### src/shared/rcr_params.svh
// constants for the receiver configuration register bank
// How it works
// - input zero assert level bits 5:4, deassert level bits 3:2; zero means nominal.
// - input one decodes alike; 0101 -2 mV, 1010 +5 mV, 1111 +3 mV.
// - override bit 3 high enables equalizer boost override, low disables it.
// - mode bits 6:5: 00 normal manual, 01 test; other codes invalid, never written.
// - routing bits 1:0 pick active input and which outputs are driven.
// - while override is high outside test mode, stage boosts come from the boost value register.
// - test mode forces low-rate fixed boost; normal mode applies main boost register; the code passes adapt_boost_in there unless override is high.
// - equalizer of the unselected input is always powered down.
`ifndef RCR_PARAMS_SVH
`define RCR_PARAMS_SVH

// register offsets
`define RCR_ADDR_INPUT0_THR   8'h14
`define RCR_ADDR_INPUT1_THR   8'h15
`define RCR_ADDR_OVERRIDE     8'h2D
`define RCR_ADDR_MODE_ROUTE   8'h31

// reset values
`define RCR_RST_INPUT0_THR    8'h00
`define RCR_RST_INPUT1_THR    8'h00
`define RCR_RST_OVERRIDE      8'h88
`define RCR_RST_MODE_ROUTE    8'h00

// field positions
`define RCR_THR_HI            5
`define RCR_THR_LO            2
`define RCR_ASSERT_HI         5
`define RCR_ASSERT_LO         4
`define RCR_DEASSERT_HI       3
`define RCR_DEASSERT_LO       2
`define RCR_OVERRIDE_BIT      3
`define RCR_MODE_HI           6
`define RCR_MODE_LO           5
`define RCR_ROUTE_HI          1
`define RCR_ROUTE_LO          0

// field encodings
`define RCR_THR_NOMINAL       4'h0
`define RCR_THR_MINUS_2MV     4'h5
`define RCR_THR_PLUS_5MV      4'hA
`define RCR_THR_PLUS_3MV      4'hF
`define RCR_MODE_NORMAL       2'h0
`define RCR_MODE_TEST         2'h1
`define RCR_ROUTE_IN0_BOTH    2'h0
`define RCR_ROUTE_IN0_OUTPUT_ZERO    2'h1
`define RCR_ROUTE_IN1_OUTPUT_ONE    2'h2
`define RCR_ROUTE_IN1_BOTH    2'h3

`endif

### src/shared/rcr_pkg.sv
// types shared by the receiver configuration register bank
package rcr_pkg;

  // decoded signal-detect threshold setting
  typedef enum logic [2:0] {
    RCR_LVL_NOMINAL,
    RCR_LVL_MINUS_2MV,
    RCR_LVL_PLUS_5MV,
    RCR_LVL_PLUS_3MV,
    RCR_LVL_UNDEFINED
  } rcr_level_e;

  // per-input signal-detect settings
  typedef struct packed {
    logic [1:0] assert_level;
    logic [1:0] deassert_level;
    rcr_level_e level;
  } rcr_detect_s;

  // input and output routing
  typedef struct packed {
    logic active_input;
    logic output_zero_en;
    logic output_one_en;
  } rcr_route_s;

  // equalizer control
  typedef struct packed {
    logic       boost_override_enable;
    logic       test_mode;
    logic [7:0] boost;
    logic [1:0] power_down;
  } rcr_eq_s;

endpackage

### src/hw/rcr_config_regs.sv
// receiver configuration register bank with its decoded controls
`timescale 1ns/10ps
`include "rcr_params.svh"

module rcr_config_regs (
  // clock and reset
  input  wire logic                 clk_in,
  input  wire logic                 rst_b_in,
  // register port from the management interface
  input  wire logic [7:0]           reg_addr_in,
  input  wire logic                 reg_wr_in,
  input  wire logic [7:0]           reg_wdata_in,
  input  wire logic                 reg_rd_in,
  output logic      [7:0]           reg_rdata_out,
  output logic                      reg_rvalid_out,
  // neighbouring equalizer registers and live state
  input  wire logic [7:0]           eq_boost_value_in,
  input  wire logic [7:0]           low_rate_boost_in,
  input  wire logic [7:0]           adapt_boost_in,
  input  wire logic                 equalizer_power_down_in,
  // decoded controls
  output rcr_pkg::rcr_detect_s      input_zero_detect_out,
  output rcr_pkg::rcr_detect_s      input_one_detect_out,
  output rcr_pkg::rcr_route_s       route_out,
  output rcr_pkg::rcr_eq_s          eq_out
);

  // stored registers
  logic [7:0] input0_detect_threshold;
  logic [7:0] input1_detect_threshold;
  logic [7:0] eq_boost_override_ctrl;
  logic [7:0] eq_mode_and_routing;
  logic [7:0] next_input0_detect_threshold;
  logic [7:0] next_input1_detect_threshold;
  logic [7:0] next_eq_boost_override_ctrl;
  logic [7:0] next_eq_mode_and_routing;

  // read port state
  logic [7:0] next_reg_rdata;
  logic       next_reg_rvalid;

  // decoded state
  rcr_pkg::rcr_detect_s next_input_zero_detect;
  rcr_pkg::rcr_detect_s next_input_one_detect;
  rcr_pkg::rcr_route_s  next_route;
  rcr_pkg::rcr_eq_s     next_eq;
  logic [1:0]           mode_field;
  logic [1:0]           route_field;
  logic [3:0]           wr_select;
  logic [3:0]           rd_select;

  // offset to one-hot register select, shared by write and read decode
  // unmapped offsets give an all-zero select
  function automatic logic [3:0] reg_select(input logic [7:0] addr);
    logic [3:0] sel;
    sel = 4'h0;
    case (addr)
      `RCR_ADDR_INPUT0_THR: sel = 4'h1;
      `RCR_ADDR_INPUT1_THR: sel = 4'h2;
      `RCR_ADDR_OVERRIDE:   sel = 4'h4;
      `RCR_ADDR_MODE_ROUTE: sel = 4'h8;
      default:              sel = 4'h0;
    endcase
    return sel;
  endfunction

  // threshold register to level, same layout for both inputs
  function automatic rcr_pkg::rcr_detect_s decode_detect(input logic [7:0] thr);
    rcr_pkg::rcr_detect_s d;
    d.assert_level   = thr[`RCR_ASSERT_HI:`RCR_ASSERT_LO];
    d.deassert_level = thr[`RCR_DEASSERT_HI:`RCR_DEASSERT_LO];
    case (thr[`RCR_THR_HI:`RCR_THR_LO])
      `RCR_THR_NOMINAL:   d.level = rcr_pkg::RCR_LVL_NOMINAL;
      `RCR_THR_MINUS_2MV: d.level = rcr_pkg::RCR_LVL_MINUS_2MV;
      `RCR_THR_PLUS_5MV:  d.level = rcr_pkg::RCR_LVL_PLUS_5MV;
      `RCR_THR_PLUS_3MV:  d.level = rcr_pkg::RCR_LVL_PLUS_3MV;
      default:            d.level = rcr_pkg::RCR_LVL_UNDEFINED;
    endcase
    return d;
  endfunction

  // register writes, whole byte stored so reserved bits read back
  always_comb begin
    next_input0_detect_threshold = input0_detect_threshold;
    next_input1_detect_threshold = input1_detect_threshold;
    next_eq_boost_override_ctrl  = eq_boost_override_ctrl;
    next_eq_mode_and_routing     = eq_mode_and_routing;
    wr_select = reg_select(reg_addr_in) & {4{reg_wr_in}};
    // a held strobe rewrites the same byte, which is harmless
    if (wr_select[0]) begin
      next_input0_detect_threshold = reg_wdata_in;
    end
    if (wr_select[1]) begin
      next_input1_detect_threshold = reg_wdata_in;
    end
    if (wr_select[2]) begin
      next_eq_boost_override_ctrl  = reg_wdata_in;
    end
    if (wr_select[3]) begin
      next_eq_mode_and_routing     = reg_wdata_in;
    end
  end

  // register storage
  always_ff @(posedge clk_in or negedge rst_b_in) begin
    if (!rst_b_in) begin
      input0_detect_threshold <= `RCR_RST_INPUT0_THR;
      input1_detect_threshold <= `RCR_RST_INPUT1_THR;
      eq_boost_override_ctrl  <= `RCR_RST_OVERRIDE;
      eq_mode_and_routing     <= `RCR_RST_MODE_ROUTE;
    end else begin
      input0_detect_threshold <= next_input0_detect_threshold;
      input1_detect_threshold <= next_input1_detect_threshold;
      eq_boost_override_ctrl  <= next_eq_boost_override_ctrl;
      eq_mode_and_routing     <= next_eq_mode_and_routing;
    end
  end

  // read mux, unmapped offsets read zero
  always_comb begin
    next_reg_rvalid = reg_rd_in;
    next_reg_rdata  = reg_rdata_out;
    rd_select       = reg_select(reg_addr_in);
    // a read sees the stored byte, so a write in the same cycle shows next time
    if (reg_rd_in) begin
      // nothing selected leaves zero
      next_reg_rdata = 8'h00;
      if (rd_select[0]) begin
        next_reg_rdata = input0_detect_threshold;
      end
      if (rd_select[1]) begin
        next_reg_rdata = input1_detect_threshold;
      end
      if (rd_select[2]) begin
        next_reg_rdata = eq_boost_override_ctrl;
      end
      if (rd_select[3]) begin
        next_reg_rdata = eq_mode_and_routing;
      end
    end
  end

  // read port registers
  always_ff @(posedge clk_in or negedge rst_b_in) begin
    if (!rst_b_in) begin
      reg_rdata_out  <= 8'h00;
      reg_rvalid_out <= 1'b0;
    end else begin
      reg_rdata_out  <= next_reg_rdata;
      reg_rvalid_out <= next_reg_rvalid;
    end
  end

  // signal-detect threshold decode, one function for both inputs
  // patterns other than the four listed ones decode as undefined
  always_comb begin
    next_input_zero_detect = decode_detect(input0_detect_threshold);
    next_input_one_detect  = decode_detect(input1_detect_threshold);
  end

  // signal-detect control registers
  always_ff @(posedge clk_in or negedge rst_b_in) begin
    if (!rst_b_in) begin
      input_zero_detect_out <= '{2'h0, 2'h0, rcr_pkg::RCR_LVL_NOMINAL};
      input_one_detect_out  <= '{2'h0, 2'h0, rcr_pkg::RCR_LVL_NOMINAL};
    end else begin
      input_zero_detect_out <= next_input_zero_detect;
      input_one_detect_out  <= next_input_one_detect;
    end
  end

  // routing select to active input and driven outputs
  always_comb begin
    route_field = eq_mode_and_routing[`RCR_ROUTE_HI:`RCR_ROUTE_LO];
    case (route_field)
      `RCR_ROUTE_IN0_BOTH: next_route = '{1'b0, 1'b1, 1'b1};
      `RCR_ROUTE_IN0_OUTPUT_ZERO: next_route = '{1'b0, 1'b1, 1'b0};
      `RCR_ROUTE_IN1_OUTPUT_ONE: next_route = '{1'b1, 1'b0, 1'b1};
      default:             next_route = '{1'b1, 1'b1, 1'b1};
    endcase
  end

  // routing control register, reset state matches routing code 00
  always_ff @(posedge clk_in or negedge rst_b_in) begin
    if (!rst_b_in) begin
      route_out <= '{1'b0, 1'b1, 1'b1};
    end else begin
      route_out <= next_route;
    end
  end

  // equalizer mode, boost source and power-down
  always_comb begin
    mode_field                    = eq_mode_and_routing[`RCR_MODE_HI:`RCR_MODE_LO];
    next_eq.boost_override_enable = eq_boost_override_ctrl[`RCR_OVERRIDE_BIT];
    // invalid mode codes fall back to normal manual operation
    next_eq.test_mode             = (mode_field == `RCR_MODE_TEST);
    // test mode outranks the override, so the fixed setting wins there
    if (next_eq.test_mode) begin
      next_eq.boost = low_rate_boost_in;
    end else if (next_eq.boost_override_enable) begin
      next_eq.boost = eq_boost_value_in;
    end else begin
      // neither set, the live adapted boost passes through
      next_eq.boost = adapt_boost_in;
    end
    // selected input follows the power-down control, the other stays off
    if (next_route.active_input) begin
      next_eq.power_down = {equalizer_power_down_in, 1'b1};
    end else begin
      next_eq.power_down = {1'b1, equalizer_power_down_in};
    end
  end

  // equalizer control register
  always_ff @(posedge clk_in or negedge rst_b_in) begin
    if (!rst_b_in) begin
      eq_out <= '{1'b1, 1'b0, 8'h00, 2'h3};
    end else begin
      eq_out <= next_eq;
    end
  end

endmodule

### config.mk
export PLATFORM = sky130hd
export DESIGN_NAME = rcr_config_regs
export DESIGN_NICKNAME = d
export VERILOG_FILES = /design/src/shared/rcr_pkg.sv /design/src/hw/rcr_config_regs.sv
export VERILOG_INCLUDE_DIRS = /design/src /design/src/shared
export SDC_FILE = /design/constraint.sdc
export NUM_CORES = 1
export LEC_CHECK = 0
export BUFFER_PORTS_ARGS = -buffer_cell sky130_fd_sc_hd__clkbuf_2
export CAP_MARGIN = 20
export CORE_ASPECT_RATIO = 0.7
export CORE_MARGIN = 8
export CORE_UTILIZATION = 30
export CTS_CLUSTER_SIZE = 24
export DETAILED_ROUTE_END_ITERATION = 10
export PLACE_DENSITY = 0.51
export SLEW_MARGIN = 20
export SYNTH_ARGS = -nofsm -noshare
export SYNTH_HDL_FRONTEND = slang
export SYNTH_SLANG_ARGS = --single-unit
### constraint.sdc
create_clock -name clk_in -period 4.66 [get_ports clk_in]
set_input_delay 0.466 -clock clk_in [delete_from_list [all_inputs] [get_ports clk_in]]
set_output_delay 0.466 -clock clk_in [all_outputs]
set_load 0.05 [all_outputs]
* Word level (Yosys, flattened, before mapping) *
Index checks and enable logic that the tools add are counted.

storage, ports and cells
  bits in registers = 70
  input bits = 45
  output and inout bits = 38
  logic and storage cells = 47

cells by class
  eq/ne operators = 13
  multiplexer cells = 11
  bitwise gates (word level) = 1
  reduce and logical (&&, ||, !) cells = 3

operators with widths
  kind                                                             number
  8-bit 2-to-1 mux                                                 6
  3-bit case mux with 4 select lines                               2
  4-bit == test, second input constant                             4
  8-bit by 5-bit == test with 1-bit output, second input constant  2
  8-bit by 6-bit == test with 1-bit output, second input constant  2
  4-bit case mux with 4 select lines                               1
  3-bit case mux with 3 select lines                               1
  4-bit by 3-bit == test with 1-bit output, second input constant  2
  4-bit zero test                                                  2
  4-bit bitwise AND                                                1
  2-bit by 1-bit == test with 1-bit output, second input constant  2
  2-bit == test, second input constant                             1
  2-bit zero test                                                  1
  2-bit 2-to-1 mux                                                 1

* Depth between registers and ports, before layout *
Gate-level depths: netlist (run 1).

  word-level depth = 6
  mapped depth = 5
  gate-level depth less buffers = 3

* Worst setup path before layout (run 1) *
Ideal clock, no wire load.

  path kind = input to register
  start point = in reg_addr_in[2]
  end point = reg input0_detect_threshold[0]
  setup time = 0.125 ns
  arrival time = 1.468 ns
  required time = 4.535 ns
  slack = 3.067 ns
  cell stages on the path = 5
  buffers on the path = 2
  cell sequence = buf_4 and4bb_2 buf_4 nand4b_4 mux2_2

on the way
  cells in the longest elaborated chain, start to end = 3
  elaborated cells between the ends (all ways) = 6
  classes of those cells = eq/ne (4); mux (1); bitwise (1)

ends and longest elaborated chain
  item                                                                                                  RTL line                RTL
  from (decl)                                                                                           rcr_config_regs.sv:10   input wire logic [7:0] reg_addr_in,
  8-bit by 6-bit == test with 1-bit output or 8-bit by 5-bit == test with 1-bit output (tied branches)  rcr_config_regs.sv:57   case (addr)
  4-bit case mux with 4 select lines *                                                                  rcr_config_regs.sv:57
  4-bit bitwise AND *                                                                                   rcr_config_regs.sv:88   wr_select = reg_select(reg_addr_in) & {4{reg_wr_in}};
  to (signal assigned)                                                                                  rcr_config_regs.sv:107  input0_detect_threshold <= `RCR_RST_INPUT0_THR;
  to (signal assigned)                                                                                  rcr_config_regs.sv:112  input0_detect_threshold <= next_input0_detect_threshold;
  to (decl)                                                                                             rcr_config_regs.sv:29   logic [7:0] input0_detect_threshold;

Every way passes the cells marked *; elsewhere a longest branch is shown, timed or not.
A chain may end at the register's enable or synchronous reset.

* Final worst setup path (run 1) *
  start point = in reg_addr_in[0]
  end point = reg eq_boost_override_ctrl[0]

on the way
  cells in the longest elaborated chain, start to end = 3
  elaborated cells between the ends (all ways) = 6
  classes of those cells = eq/ne (4); mux (1); bitwise (1)

ends and longest elaborated chain
  item                                                                                                  RTL line                RTL
  8-bit by 6-bit == test with 1-bit output or 8-bit by 5-bit == test with 1-bit output (tied branches)  rcr_config_regs.sv:57
  4-bit case mux with 4 select lines *                                                                  rcr_config_regs.sv:57
  4-bit bitwise AND *                                                                                   rcr_config_regs.sv:88
  to (signal assigned)                                                                                  rcr_config_regs.sv:109  eq_boost_override_ctrl <= `RCR_RST_OVERRIDE;
  to (signal assigned)                                                                                  rcr_config_regs.sv:114  eq_boost_override_ctrl <= next_eq_boost_override_ctrl;
  to (decl)                                                                                             rcr_config_regs.sv:31   logic [7:0] eq_boost_override_ctrl;

Marked as above.

==> results.md, run 1 <==
* Status: finished clean
* GRT Residual Overflow at 0
* # fillers at 950
* Most common cell after layout, fill and taps aside: clkbuf_2
* Storage cell area at 1760 um^2
* Top Family by Delay on Critical Path: simple AND/OR/NAND/NOR gates
* Main synth FF type: dfrtp_1
* Post-route ant nets at 0
* Worst Tran Pin Value at 911 ps
* CP Class: primary input to register
* Highest ir drop seen on vdd at 0.141 mV
* Sequential share of the synthesized area at 57.5%
* Critical path capture point type: register
* Worst Path Arrival at between 2000 and 2500 ps
* DR vias at 2129
* Iteration-0 DRC Markers at 136
* Final wirelength at about 7.9 mm
* Biggest fanout along the worst timing path at 12
* First-pass GRT wire length at between 10 and 15 mm
* Avg WL per Cell at 17.7 um
* P_int at 1.09 mW
* Final hold slack at between 200 and 250 ps
* RSZ-0062 raised after global routing: false
* Design area at 3850 um^2
* Max Cap Violations at 0
* Min-delay worst type: primary input to async pin
* Endpoints failing setup at 0
* CTS tree: built
* Buf+Inv Stages, Crit Path at 1
* Starting density of the core at 30.2%
* Utilization after layout at 38.1%
* Multi-input gate area at approximately 1200 um^2
* Slowest CP cell: and3_1
* DRC Markers at 0
* Core area at 10100 um^2
* Final Max Slew Viols at 0
* Clock-pin slew on the worst setup and hold paths at 50 ps
* Pre-antenna DRT Iters at 4
* Comb power frac at 13.1%
* Dpl hpwl at between 5 and 6 mm
* CP startpoint kind: primary input
* Final TNS setup at 0 ps
* Die width at 137 um
* Critical path, cell by cell: clkbuf_2 -> and2_1 -> and3_1 -> mux2_2
* Synth-to-layout area growth at 25.8%
* Clk sinks at 70
* Die H at 101 um
* Async set-reset flop share out of synthesis at 100%
* Slowest stage delay, CP at roughly 460 ps
* Register bit count reported by yosys at 70
* Longest Clk Path Bufs at 2
* Avg Cell Area, Syn at 13.2 um^2
* Clk root buf: clkbuf_16
* Inst Count DP at 433
* Post_cts resized at 0
* Tmin final at 1820 ps
* Final nets at 357
* PortBufs at 82
* Skew final at 3.63 ps
* Num CTS Buffers at 9
* Worst-Skew Late Latency at 330 ps
* Switching pwr at slightly below 0.4 mW
* DR vias/cell at 4.74
* Synthesized area at 3060 um^2
* Fmax at 0.550 GHz
* Cts hold-fix bufs at 0
* Postcts setup bufs at 0
* Largest net degree at the start of global routing at 38
* Setup WS pre-CTS at 2470 ps
* Yosys cell types at 30
* Share of cells above drive strength 1 at around 47%
* Top-level port count at 83
* ANT cells at 0
* Final Non-Filler Cells at approximately 450
* Worst setup slack after layout at between 2000 and 3000 ps
* Final Hold Fails at 0
* Mapped Cells at 232
* Row count at 31
* Slew Limit Headroom at just under 40%
* Critical Path RT at 4870 ps
* Sw frac at 26.2%
* Power Density at 383 nW/um^2
* Vias in the first global route at 2227
* Total Power at 1.48 mW
* Leakage at around 1.9 nW
* Initial antenna violation count at 0
* Yosys warns at 0
* Syn Nets at 277
* Number of synthesized flops with an enable pin at 0
* Most frequent cells in the layout: 81 x clkbuf_2, 63 x dfrtp_1, 40 x mux2_2
* Crit share post-route at 39.0%
* Full die area at 13700 um^2
* CTS HTree Levels at 3
* Clock power frac at 42.1%
* GPL Wtd Cong at 0.759
* Sequential share of power at 44.9%
* Gr usage total at 12.1%
* Area after DPL at 3580 um^2
[final timing paths]
path	start	to	slack, ps	cells past startpoint
max	reg_addr_in[0]	eq_boost_override_ctrl[0]	2840	4
min	rst_b_in	eq_out[9]	230	1
max reg2reg	eq_mode_and_routing[5]	eq_out[8]	3190	2
min reg2reg	eq_mode_and_routing[0]	route_out[0]	450	1
max in group asynchronous	rst_b_in	eq_boost_override_ctrl[3]	3440	2
min in group clk_in	low_rate_boost_in[5]	eq_out[7]	340	3
[power by group through the flow]
stage | logic (mW) | registers, mW | clock network [mW]
3_3_place_gp | 0.194 | 0.672 | 0
2_1_floorplan | 0.0602 | 0.735 | 0
4_1_cts | 0.197 | 0.663 | 0.644
3_5_place_dp | 0.196 | 0.673 | 0
6_report | 0.193 | 0.662 | 0.621
5_1_grt | 0.209 | 0.667 | 0.671
[metal layers]
layer,GRT usage (%),share of wire [%],vias up
li1,-,-,1021
met1,16.4,46,1052
met2,17.4,46,46
met3,4.33,6.1,10
met4,4.29,1.4,0
met5,0,0,-
[logic make-up (layout without fill, tap and decap cells)]
logic type | after synthesis | in the layout | synth area share, %
mux | 48 | 48 | 17.3
simple gates | 62 | 62 | 14.5
buf+inv | 16 | 101 | 2.66
xor+xnor | 4 | 4 | 1.14
flops | 70 | 70 | 57.5
compound gates | 32 | 32 | 6.87
[Yosys cell counts, drive strengths merged (2+ instances only)]
cell type / n / area (um^2)
clkbuf: 5 / 18.8
nand4b: 2 / 32.5
nor2: 8 / 30.0
o211ai: 8 / 60.1
nor4: 8 / 50.1
mux2: 40 / 450
dfrtp: 63 / 1580
and4b: 9 / 90.1
nand2b: 11 / 68.8
xnor2: 4 / 35.0
buf: 10 / 58.8
a211oi: 8 / 60.1
and3: 5 / 31.3
nand2: 10 / 37.5
o21ai: 8 / 40.0
mux2i: 8 / 80.1
nand4: 2 / 42.5
dfstp: 7 / 184
a31oi: 8 / 50.1
[state kept, by name, summed over array words and instances, names as in the netlist]
name                     flops
eq_out                      12
input1_detect_threshold      8
eq_mode_and_routing          8
input0_detect_threshold      8
route_out                    3
reg_rvalid_out               1
eq_boost_override_ctrl       8
input_one_detect_out         7
reg_rdata_out                8
input_zero_detect_out        7
[cell type report]
cell class / instances / share of cell area, %
Multi-Input combinational cell: 146 / 31.8
Clock buffer: 15 / 6.95
Clock inverter: 1 / 0.130
Tap cell: 132 / 4.29
Inverter: 1 / 0.0974
Sequential cell: 70 / 45.7
Timing Repair Buffer: 84 / 11.0
Power figures use the tool's default switching activity.
==> run 2, diff against run 1 <==
PLACE_DENSITY = 0.52   (was 0.51)
clock period = 1.55 ns   (was 4.66 ns; I/O delays follow)
==> results.md, run 2 (same netlist as run 1, synthesis figures left out) <==
* CTS tree: built
* Slew Limit Headroom at 72.3% (+33 points)
* Starting density of the core at 30.2% (unchanged)
* # fillers at 977 (+2.8%)
* DR vias at 2168 (+1.8%)
* GPL Wtd Cong at 0.756 (-0.49%)
* Num CTS Buffers at 9 (unchanged)
* CP startpoint kind: register
* DR WL met2 at 3.41 mm (-7.5%)
* Clock-pin slew on the worst setup and hold paths at 50 ps (about the same)
* CTS HTree Levels at 3 (unchanged)
* Top Layer Used: met4
* DRC Markers at 0 (unchanged)
* Top-level port count at 83 (unchanged)
* Power Density at 1150 nW/um^2 (+200%)
* ANT cells at 0 (unchanged)
* Post-route ant nets at 0 (unchanged)
* Final wirelength at 7.86 mm (-1.1%)
* Biggest fanout along the worst timing path at 1 (-11)
* Worst Path Arrival at 1110 ps (-920 ps)
* Worst-Skew Late Latency at 330 ps (about the same)
* Met3 Routed Length at 732 um (+52%)
* Multi-input gate area at 1220 um^2 (unchanged)
* Final TNS setup at 0 ps (unchanged)
* Leakage at 2.01 nW (+5.4%)
* Status: finished clean
* Critical path capture point type: output port
* Pre-antenna DRT Iters at 4 (unchanged)
* Top Family by Delay on Critical Path: flip-flops
* Crit share post-route at 81.9%
* Most frequent cells in the layout: 81 x clkbuf_2, 63 x dfrtp_1, 40 x mux2_2
* First-pass GRT wire length at 12.8 mm (+1.8%)
* Most common cell after layout, fill and taps aside: clkbuf_2
* Synth-to-layout area growth at 32.0%
* Row count at 31 (unchanged)
* Die width at 137 um (unchanged)
* Critical path, cell by cell: clkbuf_2
* Buf+Inv Stages, Crit Path at 1 (unchanged)
* Final hold slack at 22.2 ps (-204 ps)
* Largest net degree at the start of global routing at 42 (+11%)
* Critical Path RT at 1390 ps (-3480 ps)
* Dpl hpwl at 5.96 mm (+4.0%)
* Gr usage total at 12.3% (+0.17 points)
* Max Cap Violations at 0 (unchanged)
* DR vias/cell at 4.65 (-1.9%)
* Max reg flops at 12 (unchanged)
* Full die area at 13700 um^2 (unchanged)
* Inst Count DP at 449 (+3.7%)
* Initial antenna violation count at 0 (unchanged)
* Top reg by flops: eq_out
* Final Non-Filler Cells at 466 (+3.8%)
* Avg WL per Cell at 16.9 um (-4.7%)
* PortBufs at 82 (unchanged)
* RSZ-0062 raised after global routing: false
* Slowest CP cell: dfstp_2
* Fmax at roughly 0.79 GHz
* GRT Residual Overflow at 0 (unchanged)
* Storage cell area at 1760 um^2 (unchanged)
* Post_cts resized at 0 (unchanged)
* Die H at 101 um (unchanged)
* Worst Tran Pin Value at 416 ps (-495 ps)
* Final nets at 374 (+4.8%)
* Iteration-0 DRC Markers at 100 (-26%)
* Final Max Slew Viols at 0 (unchanged)
* Endpoints failing setup at 0 (unchanged)
* Skew final at 5.98 ps (+2.36 ps)
* Slowest stage delay, CP at 520 ps (+60 ps)
* Min-delay worst type: primary input to register
* Final Hold Fails at 0 (unchanged)
* Longest Clk Path Bufs at 2 (unchanged)
* Tmin final at 1270 ps
* Met1 WL at 3.64 mm (-0.90%)
* Clk sinks at 70 (unchanged)
* Core area at 10100 um^2 (unchanged)
* Share of cells above drive strength 1 at 50.3% (+3.0 points)
* Highest ir drop seen on vdd at 0.478 mV (+240%)
* Clk root buf: clkbuf_16
* Vias in the first global route at 2398 (+7.7%)
* CP Class: register to output port
-- run 2: changes by cell type in the layout (fill, tap and decap cells not counted) --
cell / before / now
bufinv_16: 0 / 1
dlygate4sd3_1: 0 / 1
clkbuf_1: 4 / 2
buf_4: 2 / 17
buf_12: 0 / 2
buf_2: 1 / 0
clkinvlp_4: 0 / 1
-- run 2: final timing paths --
| kind | start | slack (ps) | to | cells after the start |
|---|---|---|---|---|
| max | eq_out[0] | 280 | eq_out[0] | 1 |
| min | low_rate_boost_in[1] | 20 | eq_out[3] | 3 |
| max reg2reg | eq_boost_override_ctrl[7] | 370 | reg_rdata_out[7] | 3 |
| min reg2reg | eq_mode_and_routing[0] | 460 | route_out[0] | 1 |
| max in group asynchronous | rst_b_in | 630 | eq_out[11] | 3 |
| min in group asynchronous | rst_b_in | 300 | input_one_detect_out[2] | 2 |
-- run 2: area by class of cell --
class,count,area share [%]
clock buffer,13,6.44
clock inverter,3,1.05
inverter,1,0.0929
multi-input combinational,146,30.3
sequential,70,43.6
tap,132,4.09
timing repair buffer,101,14.4
-- run 2: per-layer routing --
metal / vias up / global-route usage, %
li1: 1054 / -
met1: 1041 / 15.6
met2: 65 / 18.0
met3: 8 / 6.23
met4: 0 / 3.53
met5: - / 0
-- run 2: where the power goes --
part | leakage, nW | internal, mW | total, mW | switching (mW)
clock | 0.146 | 1.33 | 2.05 | 0.722
combinational | 0.951 | 0.203 | 0.625 | 0.422
sequential | 0.912 | 1.93 | 1.98 | 0.0509
-- run 2: timing repair --
item,4_1_cts,5_1_grt
setup buffers,0,0
hold buffers,1,0
endpoints found under the hold margin,25,0
-- run 2: through the flow --
step           total power, mW  utilization, %  setup slack, ps  instance area (um^2)
3_5_place_dp              2.65            36.8             69.7                  3730
4_1_cts                   4.74            39.9              258                  4040
3_3_place_gp              2.64            36.8              101                  3730
2_1_floorplan             2.39               -             3.97                  3060
5_1_grt                   4.88            39.9              244                  4040
6_report                  4.66            39.9              281                  4040
==> run 3, diff against run 2 <==
ABC_AREA = 1   (was unset)
clock period = 1.1 ns   (was 1.55 ns; I/O delays follow)
==> results.md, run 3 <==
* Synthesized area at 3110 um^2 (+1.7%)
* Most common cell after layout, fill and taps aside: nand2_1
* Worst Tran Pin Value at 360 ps (-55.9 ps)
* Final wirelength at 7.86 mm (about the same)
* Post-synth top area share at 50.6% (-0.85 points)
* Min-delay worst type: primary input to register
* Syn Nets at 381 (+38%)
* Synth top cells by count: 102 x nand2_1, 63 x dfrtp_1, 35 x inv_1
* Clk root buf: clkbuf_16
* Biggest fanout along the worst timing path at 1 (unchanged)
* Final TNS setup at -146 ps (-146 ps)
* GRT Residual Overflow at 0 (unchanged)
* Clock-pin slew on the worst setup and hold paths at 50 ps (about the same)
* Gr usage total at 12.3% (+0.042 points)
* Worst r2r path cells at 4 (+1)
* Core area at 10200 um^2 (+1.1%)
* Yosys cell types at 23 (-23%)
* Critical path, cell by cell: clkbuf_16
* Vias in the first global route at 2592 (+8.1%)
* CP startpoint kind: register
* Final Non-Filler Cells at 585 (+26%)
* Worst R2R Start: eq_boost_override_ctrl[3]
* ANT cells at 0 (unchanged)
* Reg-to-reg slack, setup at 70 ps (-300 ps)
* Dpl hpwl at 6.10 mm (+2.3%)
* Mapped Cells at 336 (+45%)
* Initial antenna violation count at 0 (unchanged)
* Worst-Skew Late Latency at 330 ps (about the same)
* GPL Wtd Cong at 0.833 (+10%)
* Share of cells above drive strength 1 at 32.9% (-17 points)
* Full die area at 13900 um^2 (+1.4%)
* Highest ir drop seen on vdd at 0.730 mV (+53%)
* Crit share post-route at 103%
* Slowest stage delay, CP at 540 ps (+20 ps)
* Worst R2R End: eq_out[5]
* Top Family by Delay on Critical Path: flip-flops
* Register bit count reported by yosys at 70 (unchanged)
* Number of synthesized flops with an enable pin at 0 (unchanged)
* Slew Limit Headroom at 76.0% (+3.7 points)
* Final Hold Fails at 0 (unchanged)
* CTS HTree Levels at 3 (unchanged)
* Worst Path Arrival at 1030 ps (-80 ps)
* Starting density of the core at 30.4% (+0.16 points)
* Hold worst-path end: eq_out[2]
* Power Density at 1550 nW/um^2 (+35%)
* Sequential share of the synthesized area at 56.6% (-0.95 points)
* Skew final at 7.27 ps (+1.29 ps)
* DRC Markers at 0 (unchanged)
* First-pass GRT wire length at 13.1 mm (+2.9%)
* Avg WL per Cell at 13.4 um (-20%)
* Top-level port count at 83 (unchanged)
* Violated checks: setup timing
* DR vias/cell at 4.33 (-7.0%)
* Die width at 138 um (+0.73%)
* Worst hold path depth at 3 (unchanged)
* Clk sinks at 70 (unchanged)
* Count leader, synth: nand2_1
* Largest area contributor in the netlist: dfrtp_1
* Final Max Slew Viols at 0 (unchanged)
* Critical Path RT at 990 ps (-400 ps)
* Main area contributors after synthesis: dfrtp_1 51%, nand2_1 12%, dfstp_2 5.9%
* Iteration-0 DRC Markers at 148 (+48%)
* Most frequent cells in the layout: 102 x nand2_1, 70 x clkbuf_2, 63 x dfrtp_1
* Avg Cell Area, Syn at 9.26 um^2 (-30%)
* Post-route ant nets at 0 (unchanged)
* Longest Clk Path Bufs at 2 (unchanged)
* Leakage at 2.36 nW (+17%)
* Status: finished, violations left
* Async set-reset flop share out of synthesis at 100% (unchanged)
* Worst setup slack after layout at -36.4 ps (-317 ps)
* Buf+Inv Stages, Crit Path at 1 (unchanged)
* Hold wc startpoint: low_rate_boost_in[0]
* Fmax at ~0.88 GHz
* Top reg by flops: eq_out
* Tmin final at 1140 ps
* Inst Count DP at 561 (+25%)
* DR vias at 2532 (+17%)
* Synth-to-layout area growth at 40.3%
* Slowest CP cell: dfstp_2
* RSZ-0062 raised after global routing: true
* Largest net degree at the start of global routing at 27 (-36%)
* CP Class: register to output port
* Final nets at 493 (+32%)
* Yosys warns at 0 (unchanged)
* Pre-antenna DRT Iters at 4 (unchanged)
* Row count at 31 (unchanged)
* Endpoints failing setup at 5 (+5)
* Num CTS Buffers at 9 (unchanged)
* Die H at 101 um (+0.70%)
* Main synth FF type: dfrtp_1
* Max reg flops at 12 (unchanged)
* Max Cap Violations at 0 (unchanged)
* Critical path capture point type: output port
* PortBufs at 82 (unchanged)
* CTS tree: built
## run 3: timing repair
action | CTS | global route
hold endpoints to repair | 23 | 0
gates resized for setup | 15 | 9
endpoints found under the setup margin | 5 | 13
buffers inserted | 0 | 0
hold buffers | 8 | 0
## run 3: worst max-delay path by stage
stage                     depth (start not counted)               end                 startpoint
final                                             1      route_out[0]               route_out[0]
after floorplan                                   5         eq_out[8]  eq_boost_override_ctrl[3]
after global placement                           10  reg_rdata_out[0]             reg_addr_in[6]
after global routing                              1        eq_out[11]                 eq_out[11]
after detailed placement                         10  reg_rdata_out[0]             reg_addr_in[6]
after CTS                                         1      route_out[0]               route_out[0]
## run 3: area by class of cell
class / instances / area (um^2)
sequential: 70 / 1760
clock inverter: 3 / 40.0
tap: 132 / 165
timing repair buffer: 112 / 846
multi-input combinational: 217 / 1130
inverter: 38 / 143
fill: 1035 / 5870
clock buffer: 13 / 280
## run 3: layer usage
metal,global-route usage (%),vias to the layer above,wire length [um]
li1,-,1290,-
met1,16.5,1175,3790
met2,18.0,61,3420
met3,4.06,6,550
met4,5.19,0,96
met5,0,-,0
## run 3: kinds of logic after synthesis
| group | Yosys count | synth area share [%] |
|---|---|---|
| DFF | 70 | 56.6 |
| xor gates and xnor gates | 4 | 1.13 |
| AOI/OAI and AO/OA | 56 | 10.3 |
| buffers and inverters | 49 | 7.03 |
| and+or+nand+nor | 157 | 25.0 |
## run 3: stage by stage
stage	utilization (%)	setup WS (ps)	hold WS (ps)	total power [mW]	instance area, um^2
after CTS	42.6	-55.3	3.11	6.90	4370
after global placement	37.7	-137	42.2	3.77	3860
final	42.7	-36.4	5.94	6.79	4370
after floorplan	-	23.9	-186	3.42	3130
after global routing	42.7	-66.7	9.16	7.09	4370
after detailed placement	37.7	-150	41.8	3.79	3860
## run 3: power breakdown
part | leakage, nW | switching (mW) | internal [mW]
Combinational | 1.28 | 0.614 | 0.328
Sequential | 0.918 | 0.0958 | 2.75
Clock | 0.162 | 1.01 | 1.99
